**src/verilog/usdp_pkg.sv**
```systemverilog
// Constants shared by the shadow data port of the UART
package usdp_pkg;

  // Shadow data window: sixteen aliased words, alias 9 sits at 0x50001154
  localparam logic [31:0] USDP_SHADOW_BASE = 32'h5000_1130;
  localparam logic [31:0] USDP_SHADOW9_ADDR = 32'h5000_1154;
  localparam int USDP_ALIAS_COUNT = 16;
  localparam logic [31:0] USDP_SHADOW_SPAN = 32'h0000_0040;

  // Control and status registers of this block
  localparam logic [31:0] USDP_CTRL_ADDR = 32'h5000_1170;
  localparam logic [31:0] USDP_LSTAT_ADDR = 32'h5000_1174;
  localparam logic [31:0] USDP_IRQ_STAT_ADDR = 32'h5000_1178;
  localparam logic [31:0] USDP_IRQ_CLR_ADDR = 32'h5000_117C;
  localparam logic [31:0] USDP_IRQ_EN_ADDR = 32'h5000_1180;

  // Control register fields
  localparam int USDP_CTRL_FIFO_EN_BIT = 0;
  localparam int USDP_CTRL_IR_MODE_BIT = 1;
  localparam logic [1:0] USDP_CTRL_RST = 2'h0;

  // Line status register fields
  localparam int USDP_LSR_DR_BIT = 0;
  localparam int USDP_LSR_OE_BIT = 1;
  localparam int USDP_LSR_TX_HOLDING_EMPTY_FLAG_BIT = 5;
  localparam int USDP_LSR_TXFULL_BIT = 6;

  // Interrupt status, clear and enable fields
  localparam int USDP_IRQ_W = 4;
  localparam int USDP_IRQ_RXD_BIT = 0;
  localparam int USDP_IRQ_OVR_BIT = 1;
  localparam int USDP_IRQ_TX_HOLDING_EMPTY_FLAG_BIT = 2;
  localparam int USDP_IRQ_TXLOST_BIT = 3;
  localparam logic [USDP_IRQ_W-1:0] USDP_IRQ_RST = 4'h0;

  // Data widths and reset values
  localparam int USDP_BYTE_W = 8;
  localparam logic [15:0] USDP_SHADOW_RST = 16'h0000;
  localparam int USDP_FIFO_DEPTH = 16;

endpackage : usdp_pkg

```
**src/verilog/usdp_top.sv**
```systemverilog
// Shadow data port of a UART: APB window onto receive and transmit queues
// Overview of operation
// - Sixteen consecutive word addresses all alias the same data port.
// - Reads of bits 7:0 return the byte from serial or infrared input.
// - Read data is valid only while the received-byte-valid flag is set.
// - FIFOs off: new byte overwrites unread byte and flags overrun.
// - FIFOs on: a read returns and removes the receive FIFO head.
// - Receive FIFO full: keep contents, drop new byte, flag overrun.
// - Written byte goes to serial output, or infrared output in IR mode.
// - FIFOs off: writing one byte clears the transmit-holding-empty flag.
// - FIFOs off: further writes before empty replace the pending byte.
// - FIFOs on: transmit FIFO takes bytes up to its depth before full.
// - Write while transmit FIFO full is discarded, contents unchanged.
//
// The implementer's own choice: register access over APB.

// Byte queue that acts as a FIFO or, with fifo_mode low, one holding slot
module usdp_queue #(
  parameter int DEPTH = 16,
  parameter int W = 8
) (
  input wire logic clk,
  input wire logic rst_n,
  input wire logic flush,
  input wire logic fifo_mode,
  input wire logic push,
  input wire logic [W-1:0] push_data,
  input wire logic pop,
  output logic [W-1:0] head,
  output logic [$clog2(DEPTH):0] count,
  output logic full,
  output logic empty,
  output logic lost,
  output logic replaced
);
  localparam int AW = $clog2(DEPTH);
  localparam logic [AW:0] FULL_CNT = (AW+1)'(DEPTH);

  logic [W-1:0] mem [DEPTH];
  logic [AW-1:0] rd_r;
  logic [AW:0] cnt_r;

  wire do_pop = pop & (cnt_r != '0);
  wire is_full = fifo_mode ? (cnt_r == FULL_CNT) : (cnt_r != '0);
  // Full FIFO keeps its contents; single slot is overwritten instead
  wire accept = push & (~fifo_mode | ~is_full | do_pop);
  wire [AW-1:0] rd_nxt = do_pop ? rd_r + 1'b1 : rd_r;
  wire [AW:0] cnt_fifo = cnt_r + (AW+1)'(accept) - (AW+1)'(do_pop);
  wire [AW:0] cnt_nxt = fifo_mode ? cnt_fifo
                      : (push ? (AW+1)'(1) : cnt_r - (AW+1)'(do_pop));
  // Slot mode writes at the next head, so the newest byte wins
  wire [AW-1:0] wr_addr = fifo_mode ? rd_r + cnt_r[AW-1:0] : rd_nxt;

  assign head = mem[rd_r];
  assign count = cnt_r;
  assign full = is_full;
  assign empty = (cnt_r == '0);
  assign lost = push & fifo_mode & is_full & ~do_pop;
  assign replaced = push & ~fifo_mode & (cnt_r != '0) & ~do_pop;

  // Pointers and occupancy
  always_ff @(posedge clk or negedge rst_n) begin
    if (!rst_n) begin
      rd_r <= '0;
      cnt_r <= '0;
    end else if (flush) begin
      rd_r <= '0;
      cnt_r <= '0;
    end else begin
      rd_r <= rd_nxt;
      cnt_r <= cnt_nxt;
    end
  end

  // Storage, cleared at reset so the head never reads unknown
  always_ff @(posedge clk or negedge rst_n) begin
    if (!rst_n) begin
      for (int i = 0; i < DEPTH; i++) begin
        mem[i] <= '0;
      end
    end else if (accept && !flush) begin
      mem[wr_addr] <= push_data;
    end
  end
endmodule : usdp_queue

module usdp_top
  import usdp_pkg::*;
#(
  parameter int RX_DEPTH = USDP_FIFO_DEPTH,
  parameter int TX_DEPTH = USDP_FIFO_DEPTH
) (
  input wire logic CLK_SYS,
  input wire logic RESETN,
  input wire logic PSEL,
  input wire logic PENABLE,
  input wire logic PWRITE,
  input wire logic [31:0] PADDR,
  input wire logic [31:0] PWDATA,
  output logic [31:0] PRDATA,
  output logic PREADY,
  output logic PSLVERR,
  input wire logic RX_UART_VALID,
  input wire logic [USDP_BYTE_W-1:0] RX_UART_DATA,
  input wire logic RX_IR_VALID,
  input wire logic [USDP_BYTE_W-1:0] RX_IR_DATA,
  output logic TX_UART_VALID,
  output logic TX_IR_VALID,
  input wire logic TX_READY,
  output logic [USDP_BYTE_W-1:0] TX_DATA,
  output logic RX_BYTE_VALID,
  output logic TX_HOLDING_EMPTY,
  output logic OVERRUN,
  output logic IRQ
);
  localparam int RAW = $clog2(RX_DEPTH);
  localparam int TAW = $clog2(TX_DEPTH);

  // Queues need a power-of-two depth of at least two for pointer wrap
  initial begin
    if (RX_DEPTH < 2 || (RX_DEPTH & (RX_DEPTH - 1)) != 0 ||
        TX_DEPTH < 2 || (TX_DEPTH & (TX_DEPTH - 1)) != 0) begin
      $error("usdp_top: FIFO depths must be powers of two, at least 2");
    end
  end

  function automatic logic in_shadow(input logic [31:0] a);
    in_shadow = (a >= USDP_SHADOW_BASE) &&
                (a < USDP_SHADOW_BASE + USDP_SHADOW_SPAN) &&
                (a[1:0] == 2'h0);
  endfunction : in_shadow

  logic [1:0] ctrl_r;
  logic lsr_oe_r;
  logic [USDP_IRQ_W-1:0] irq_stat_r;
  logic [USDP_IRQ_W-1:0] irq_en_r;
  logic tx_holding_empty_flag_q_r;
  logic pready_r;
  logic pslverr_r;
  logic [31:0] prdata_r;
  logic rd_head_ok_r;
  logic [USDP_BYTE_W-1:0] rx_head;
  logic [USDP_BYTE_W-1:0] tx_head;
  logic [RAW:0] rx_cnt;
  logic [TAW:0] tx_cnt;
  logic rx_full;
  logic rx_empty;
  logic rx_lost;
  logic rx_repl;
  logic tx_full;
  logic tx_empty;
  logic tx_lost;

  // Address decode; every word-aligned address of the shadow span answers as one port
  wire hit_shadow = in_shadow(PADDR);
  wire hit_ctrl = (PADDR == USDP_CTRL_ADDR);
  wire hit_lstat = (PADDR == USDP_LSTAT_ADDR);
  wire hit_istat = (PADDR == USDP_IRQ_STAT_ADDR);
  wire hit_iclr = (PADDR == USDP_IRQ_CLR_ADDR);
  wire hit_ien = (PADDR == USDP_IRQ_EN_ADDR);
  wire hit_any = hit_shadow | hit_ctrl | hit_lstat | hit_istat | hit_iclr
                 | hit_ien;

  // Setup is registered into a one-cycle-late ready so read data is a flop
  wire apb_setup = PSEL & ~PENABLE;
  wire apb_done = PSEL & PENABLE & pready_r;
  wire wr_ok = apb_done & PWRITE & ~pslverr_r;
  wire rd_ok = apb_done & ~PWRITE & ~pslverr_r;

  wire fifo_en = ctrl_r[USDP_CTRL_FIFO_EN_BIT];
  wire ir_mode = ctrl_r[USDP_CTRL_IR_MODE_BIT];
  wire [1:0] ctrl_nxt = PWDATA[1:0];
  // Changing FIFO mode empties both queues so no stale byte survives
  wire flush = wr_ok & hit_ctrl &
               (ctrl_nxt[USDP_CTRL_FIFO_EN_BIT] != fifo_en);

  // Receive side: mode picks the source; reads pop the head they saw
  wire rx_push = ir_mode ? RX_IR_VALID : RX_UART_VALID;
  wire [USDP_BYTE_W-1:0] rx_data = ir_mode ? RX_IR_DATA : RX_UART_DATA;
  wire rx_keep_head = ~rx_empty & (fifo_en | ~rx_push);
  wire rx_pop = rd_ok & hit_shadow & rd_head_ok_r;
  wire ovr_evt = rx_lost | rx_repl;

  // Transmit side: master writes push, the active transmitter pops
  wire tx_push = wr_ok & hit_shadow;
  wire tx_pop = TX_READY & ~tx_empty;
  wire tx_holding_empty_flag_rise = tx_empty & ~tx_holding_empty_flag_q_r;

  usdp_queue #(.DEPTH(RX_DEPTH), .W(USDP_BYTE_W)) u_rxq (
    .clk(CLK_SYS),
    .rst_n(RESETN),
    .flush(flush),
    .fifo_mode(fifo_en),
    .push(rx_push),
    .push_data(rx_data),
    .pop(rx_pop),
    .head(rx_head),
    .count(rx_cnt),
    .full(rx_full),
    .empty(rx_empty),
    .lost(rx_lost),
    .replaced(rx_repl)
  );

  usdp_queue #(.DEPTH(TX_DEPTH), .W(USDP_BYTE_W)) u_txq (
    .clk(CLK_SYS),
    .rst_n(RESETN),
    .flush(flush),
    .fifo_mode(fifo_en),
    .push(tx_push),
    .push_data(PWDATA[USDP_BYTE_W-1:0]),
    .pop(tx_pop),
    .head(tx_head),
    .count(tx_cnt),
    .full(tx_full),
    .empty(tx_empty),
    .lost(tx_lost),
    .replaced()
  );

  // Line status and interrupt composition
  wire [31:0] lstat_val = (32'(!rx_empty) << USDP_LSR_DR_BIT)
                        | (32'(lsr_oe_r) << USDP_LSR_OE_BIT)
                        | (32'(tx_empty) << USDP_LSR_TX_HOLDING_EMPTY_FLAG_BIT)
                        | (32'(tx_full) << USDP_LSR_TXFULL_BIT);
  wire [USDP_IRQ_W-1:0] irq_evt =
      (USDP_IRQ_W'(~rx_empty & rx_push & ~rx_lost) << USDP_IRQ_RXD_BIT)
    | (USDP_IRQ_W'(ovr_evt) << USDP_IRQ_OVR_BIT)
    | (USDP_IRQ_W'(tx_holding_empty_flag_rise) << USDP_IRQ_TX_HOLDING_EMPTY_FLAG_BIT)
    | (USDP_IRQ_W'(tx_lost) << USDP_IRQ_TXLOST_BIT);
  wire [USDP_IRQ_W-1:0] irq_clr =
      (wr_ok & hit_iclr) ? PWDATA[USDP_IRQ_W-1:0] : '0;
  // Set wins over clear so an event in the clearing cycle is kept
  wire [USDP_IRQ_W-1:0] irq_stat_nxt = (irq_stat_r & ~irq_clr) | irq_evt;
  wire lsr_oe_nxt = ovr_evt | (lsr_oe_r & ~(rd_ok & hit_lstat));

  // Read data mux; reserved bits of the shadow word read zero
  wire [31:0] rdata_nxt =
      hit_shadow ? {16'h0000, USDP_SHADOW_RST[15:8], rx_head}
    : hit_ctrl ? {30'h0000_0000, ctrl_r}
    : hit_lstat ? lstat_val
    : hit_istat ? {28'h000_0000, irq_stat_r}
    : hit_ien ? {28'h000_0000, irq_en_r}
    : 32'h0000_0000;

  // APB answer: ready and error raised for the access phase only
  always_ff @(posedge CLK_SYS or negedge RESETN) begin
    if (!RESETN) begin
      pready_r <= 1'b0;
      pslverr_r <= 1'b0;
      prdata_r <= 32'h0000_0000;
      rd_head_ok_r <= 1'b0;
    end else begin
      pready_r <= apb_setup;
      pslverr_r <= apb_setup & ~hit_any;
      rd_head_ok_r <= rx_keep_head;
      if (apb_setup && !PWRITE) begin
        prdata_r <= rdata_nxt;
      end
    end
  end

  // Software-visible control and sticky state
  always_ff @(posedge CLK_SYS or negedge RESETN) begin
    if (!RESETN) begin
      ctrl_r <= USDP_CTRL_RST;
      irq_en_r <= USDP_IRQ_RST;
      irq_stat_r <= USDP_IRQ_RST;
      lsr_oe_r <= 1'b0;
      tx_holding_empty_flag_q_r <= 1'b1;
    end else begin
      if (wr_ok && hit_ctrl) begin
        ctrl_r <= ctrl_nxt;
      end
      if (wr_ok && hit_ien) begin
        irq_en_r <= PWDATA[USDP_IRQ_W-1:0];
      end
      irq_stat_r <= irq_stat_nxt;
      lsr_oe_r <= lsr_oe_nxt;
      tx_holding_empty_flag_q_r <= tx_empty;
    end
  end

  assign PREADY = pready_r;
  assign PSLVERR = pslverr_r;
  assign PRDATA = prdata_r;
  // Pending byte is offered to the transmitter of the active mode only
  assign TX_UART_VALID = ~tx_empty & ~ir_mode;
  assign TX_IR_VALID = ~tx_empty & ir_mode;
  assign TX_DATA = tx_head;
  // Master should wait for this flag before writing; not enforced here
  assign TX_HOLDING_EMPTY = tx_empty;
  assign RX_BYTE_VALID = ~rx_empty;
  assign OVERRUN = ovr_evt;
  assign IRQ = |(irq_stat_r & irq_en_r);

  shadow_alias_a: assert property (
    @(posedge CLK_SYS) disable iff (!RESETN)
    apb_setup && in_shadow(PADDR) |=> PREADY && !PSLVERR)
    else $error("shadow alias answered with an error");

  rx_source_a: assert property (
    @(posedge CLK_SYS) disable iff (!RESETN)
    rx_empty && rx_push && !flush |=> rx_head == $past(rx_data)
      && RX_BYTE_VALID)
    else $error("received byte not at receive head");

  rx_invalid_a: assert property (
    @(posedge CLK_SYS) disable iff (!RESETN)
    rd_ok && hit_shadow && rx_empty && !rx_push |=> !RX_BYTE_VALID)
    else $error("read of empty receive port changed valid flag");

  rx_overwrite_a: assert property (
    @(posedge CLK_SYS) disable iff (!RESETN)
    !fifo_en && !rx_empty && rx_push && !rx_pop && !flush
      |-> OVERRUN ##1 (rx_cnt == 1 && lsr_oe_r && rx_head == $past(rx_data)))
    else $error("single-slot overrun not handled");

  rx_head_read_a: assert property (
    @(posedge CLK_SYS) disable iff (!RESETN)
    rx_pop && !rx_empty |-> PRDATA[USDP_BYTE_W-1:0] == rx_head)
    else $error("read did not return receive head");

  rx_full_keep_a: assert property (
    @(posedge CLK_SYS) disable iff (!RESETN)
    fifo_en && rx_full && rx_push && !rx_pop && !flush
      |=> rx_cnt == $past(rx_cnt) && rx_head == $past(rx_head) && lsr_oe_r)
    else $error("full receive FIFO was altered");

  tx_route_a: assert property (
    @(posedge CLK_SYS) disable iff (!RESETN)
    tx_empty && tx_push && !flush |=> TX_DATA == $past(PWDATA[7:0])
      && (TX_IR_VALID == ir_mode) && (TX_UART_VALID == !ir_mode))
    else $error("written byte not routed to active transmitter");

  tx_holding_empty_flag_clear_a: assert property (
    @(posedge CLK_SYS) disable iff (!RESETN)
    !fifo_en && TX_HOLDING_EMPTY && tx_push && !flush |=> !TX_HOLDING_EMPTY)
    else $error("write did not clear holding-empty flag");

  tx_replace_a: assert property (
    @(posedge CLK_SYS) disable iff (!RESETN)
    !fifo_en && !tx_empty && tx_push && !tx_pop && !flush
      |=> TX_DATA == $past(PWDATA[7:0]) && tx_cnt == 1)
    else $error("pending transmit byte not replaced");

  tx_fill_a: assert property (
    @(posedge CLK_SYS) disable iff (!RESETN)
    fifo_en && !tx_full && tx_push && !tx_pop && !flush
      |=> tx_cnt == $past(tx_cnt) + 1'b1)
    else $error("transmit FIFO did not accept byte below depth");

  tx_drop_a: assert property (
    @(posedge CLK_SYS) disable iff (!RESETN)
    fifo_en && tx_full && tx_push && !tx_pop && !flush
      |=> tx_cnt == $past(tx_cnt) && $stable(TX_DATA)
      && irq_stat_r[USDP_IRQ_TXLOST_BIT])
    else $error("write to full transmit FIFO was not discarded");

  alias_pop_a: assert property (
    @(posedge CLK_SYS) disable iff (!RESETN)
    rx_pop && !rx_empty && !rx_push && !flush
      |=> rx_cnt == $past(rx_cnt) - 1'b1)
    else $error("shadow read did not remove one entry");

endmodule : usdp_top

```
**config.mk**
```make
export PLATFORM = sky130hd
export DESIGN_NAME = usdp_top
export DESIGN_NICKNAME = d
export VERILOG_FILES = /design/src/verilog/usdp_pkg.sv /design/src/verilog/usdp_top.sv
export SDC_FILE = /design/constraint.sdc
export NUM_CORES = 1
export LEC_CHECK = 0
export BUFFER_PORTS_ARGS = -buffer_cell sky130_fd_sc_hd__buf_2
export CAP_MARGIN = 30
export CORE_ASPECT_RATIO = 1.2
export CORE_MARGIN = 10
export CORE_UTILIZATION = 50
export CTS_CLUSTER_DIAMETER = 60
export DETAILED_ROUTE_END_ITERATION = 6
export GPL_TIMING_DRIVEN = 0
export PLACE_DENSITY = 0.77
export REMOVE_ABC_BUFFERS = 1
export SLEW_MARGIN = 20
export SYNTH_ARGS = -nofsm -noshare
export SYNTH_HDL_FRONTEND = slang
export SYNTH_HIERARCHICAL = 1
export SYNTH_SLANG_ARGS = --single-unit
```
**constraint.sdc**
```tcl
create_clock -name CLK_SYS -period 4 [get_ports CLK_SYS]
set_input_delay 0.6 -clock CLK_SYS [delete_from_list [all_inputs] [get_ports CLK_SYS]]
set_output_delay 0.6 -clock CLK_SYS [all_outputs]
set_load 0.02 [all_outputs]
```
==> flow_metrics.py <==
metrics = {
    "run_status": {
        "outcome": "complete, no violations",
    },
    "detailed_routing": {
        "detail-route-antenna-nets": 0,
        "firstDrtPassIters": 5,
        "post_drt_wl_per_cell_um": 22.0,
        "via_count": 9473,
        "route.final.wire_length_um": 35300,
        "dr_iter_0_viols": 491,
        "routed_via_density": 5.91,
        "drt_drc_violations_left": 0,
    },
    "critical_path": {
        "crit_fanout": 10,
        "critical_path.cell_chain": "inv_1, ha_1, or4b_1, a311oi_1, nor4_4, buf_4, buf_6, nor3_2, mux2_2",
        "required_ps": 4430,
        "worst_reg2reg_startpoint": "u_rxq/count[2]$_DFF_PN0_",
        "worstSetupStartpointType": "register",
        "end_of_the_worst_register_to_register_path": "u_rxq/mem[12]$_DFFE_PN0P_",
        "timing.setup.critical_path_class": "register to register",
        "worst_path_max_delay_cell": "nor3_2",
        "max_stage_delay_ps": 820,
        "r2r_cells": 9,
        "critPathCaptureType": "register",
        "reg2reg_setup_slack_ps": 220,
        "cp_data_arrival_time_ps": 4210,
    },
    "worst_hold_path": {
        "hold_endpoint": "rd_head_ok_r$_DFF_PN0_",
        "min_from": "RX_IR_VALID",
        "hold_path_class": "primary input to register",
        "worst_hold_path.num_cells": 3,
    },
    "grt": {
        "globalRouteTotalUtil_pct": 17.9,
        "grt_overflow": 0,
        "grt_antenna_before_repair": 1,
        "met2_track_demand_over_resource_in_global_routing_pct": 32.6,
        "first_global_vias": 10200,
        "met3_use_gr_pct": 2.77,
        "grt_max_degree": 108,
        "wire_length_of_the_first_global_routing_pass_um": 56000,
        "grt_use_met1_pct": 21.4,
        "grt_max_usage_layer": "met2",
    },
    "layout": {
        "finish.cell_count_without_fillers": 1603,
        "nets": 1303,
        "final_area_um2": 17600,
        "layout-drive-gt1-share_pct": 47.8,
        "layout-area-overhead-vs-synth_pct": 13.0,
        "antennaDiodeCount": 0,
    },
    "clock_network": {
        "cts_buffers": 31,
        "cts.clk_slew.worst_paths_ps": 60,
        "max_clock_buf_depth": 3,
        "cts.htree.levels": 1,
        "cts.root.buffer_cell": "clkbuf_16",
        "insertion_delay_ps": 560,
        "cts_tree": "yes",
        "cts.sink_count": 297,
    },
    "power_and_ir_drop": {
        "power_frac_seq_pct": 41.9,
        "netSwitchingFraction_pct": 28.5,
        "p_comb_share_pct": 18.5,
        "power_per_unit_of_standard_cell_area_nw_per_um2": 440,
        "p_int_mw": 5.54,
        "netSwitchingPower_mw": 2.20,
        "vdd_ir_drop_max_mv": 0.378,
        "clock_power_share_pct": 39.5,
        "power_leakage_nw": 8.34,
    },
    "timing": {
        "maxClockFrequency_ghz": 0.265,
        "worst_slew_pin_slew_ps": 1010,
        "slew_headroom_pct": 32.2,
        "hold_violations": 0,
        "rsz0062_at_grt": "false",
        "final_min_period_over_clock_period_pct": 94.5,
        "post-route-min-period_ps": 3780,
        "report.final.setup_viol": 0,
        "totalNegativeSetupSlack_ps": 0,
        "skew_ps": 17.3,
        "timing.hold.ws_ps": 458,
        "final-max-slew-violation-count": 0,
    },
    "floorplan": {
        "dieHeight_um": 213,
        "floorplan.core_area_um2": 30700,
        "die_area_um2": 38600,
        "initial_utilization_pct": 50.8,
        "floorplan.die.width_um": 181,
        "num_rows": 70,
        "io-pin-count": 136,
    },
    "synthesis": {
        "syn_area_um2": 15600,
        "post_synth_inst_count": 1107,
        "avgSynthCellArea_um2": 14.1,
        "synth_warnings": 6,
    },
    "place": {
        "placed_area_um2": 16400,
        "place_inst": 1541,
        "place.port_buffers": 87,
        "gpl.final_weighted_congestion": 0.823,
        "dp_hpwl_um": 24000,
    },
    "run": {
        "max-cap-violations": 0,
    },
}
-- state kept, by name, summed over array words and instances (netlist names), 4 cells and up --
register     cells
u_rxq/mem      128
u_txq/mem      128
PRDATA           8
u_rxq/count      5
u_txq/count      5
irq_en_r         4
irq_stat_r       4
u_rxq/rd_r       4
u_txq/rd_r       4
-- through the flow --
step | power [mW] | utilization (%) | setup slack [ps]
floorplan | 4.24 | - | -191
global placement | 4.60 | 52.7 | -3000
detailed placement | 4.70 | 53.5 | -640
CTS | 7.79 | 57.3 | 59.6
global route | 8.09 | 57.4 | 72.5
finish | 7.74 | 57.4 | 221
-- cell type report --
type / count / area [µm²]
clock inverters: 19 / 245
multi-input cells: 712 / 7700
fillers: 2388 / 13100
inverters: 38 / 146
flip-flops and latches: 297 / 7440
clock buffers: 38 / 862
well taps: 396 / 495
repair buffers: 103 / 711
-- worst max-delay path: cells and delay by family, from the launching register on --
| kind | cells | cell delay, ps |
|---|---|---|
| buf+inv | 3 | 530 |
| simple gates | 3 | 1550 |
| mux | 1 | 420 |
| fa+ha+maj | 1 | 220 |
| compound gates | 1 | 490 |
| flops | 1 | 440 |
-- timing repair --
item | in CTS | in global routing
resized for setup | 3 | 8
setup endpoints to repair | 130 | 75
hold endpoints to repair | 47 | 0
buffers inserted | 3 | 0
pin swaps | 1 | 1
hold buffers | 1 | 0
-- worst max path at each step --
stage | from | to | slack, ps
2_1_floorplan | u_rxq/rd_r[0]$_DFF_PN0_ | u_rxq/mem[64]$_DFFE_PN0P_ | -190
3_3_place_gp | RESETN | u_rxq/mem[84]$_DFFE_PN0P_ | -3000
3_5_place_dp | PADDR[13] | u_rxq/mem[70]$_DFFE_PN0P_ | -640
4_1_cts | u_txq/count[3]$_DFF_PN0_ | u_txq/mem[38]$_DFFE_PN0P_ | 60
5_1_grt | PADDR[17] | u_rxq/count[4]$_DFF_PN0_ | 70
6_report | u_rxq/count[2]$_DFF_PN0_ | u_rxq/mem[12]$_DFFE_PN0P_ | 220
-- metal layers --
| layer | part of all wire (%) | vias to the layer above | wire, µm |
|---|---|---|---|
| met5 | 0.037 | - | 13 |
| met4 | 3.2 | 2 | 1110 |
| met3 | 4.3 | 69 | 1500 |
| met2 | 53 | 205 | 18600 |
| met1 | 40 | 4960 | 14100 |
| li1 | - | 4237 | - |
-- power by group through the flow --
stage | logic [mW] | clock network (mW) | registers (mW)
floorplan | 0.916 | 0 | 3.32
global placement | 1.17 | 0 | 3.42
detailed placement | 1.40 | 0 | 3.30
CTS | 1.43 | 3.12 | 3.24
global route | 1.59 | 3.24 | 3.26
finish | 1.44 | 3.06 | 3.25
-- layout by cell type (no fill, tap or decap), drive strengths merged, types with 8 or more instances in the layout --
cell type	instances
nand4	10
a22oi	12
mux2	271
clkinv	13
o21ai	11
clkbuf	39
buf	101
nand2b	8
a21oi	11
nand2	36
nor3	19
nor4	14
xnor2	17
ha	28
xor2	11
inv	38
mux4	80
nand3b	8
nor2b	8
conb	24
nand3	19
dfrtp	296
nor2	32
No activity file was read; power rests on OpenSTA's default activity.
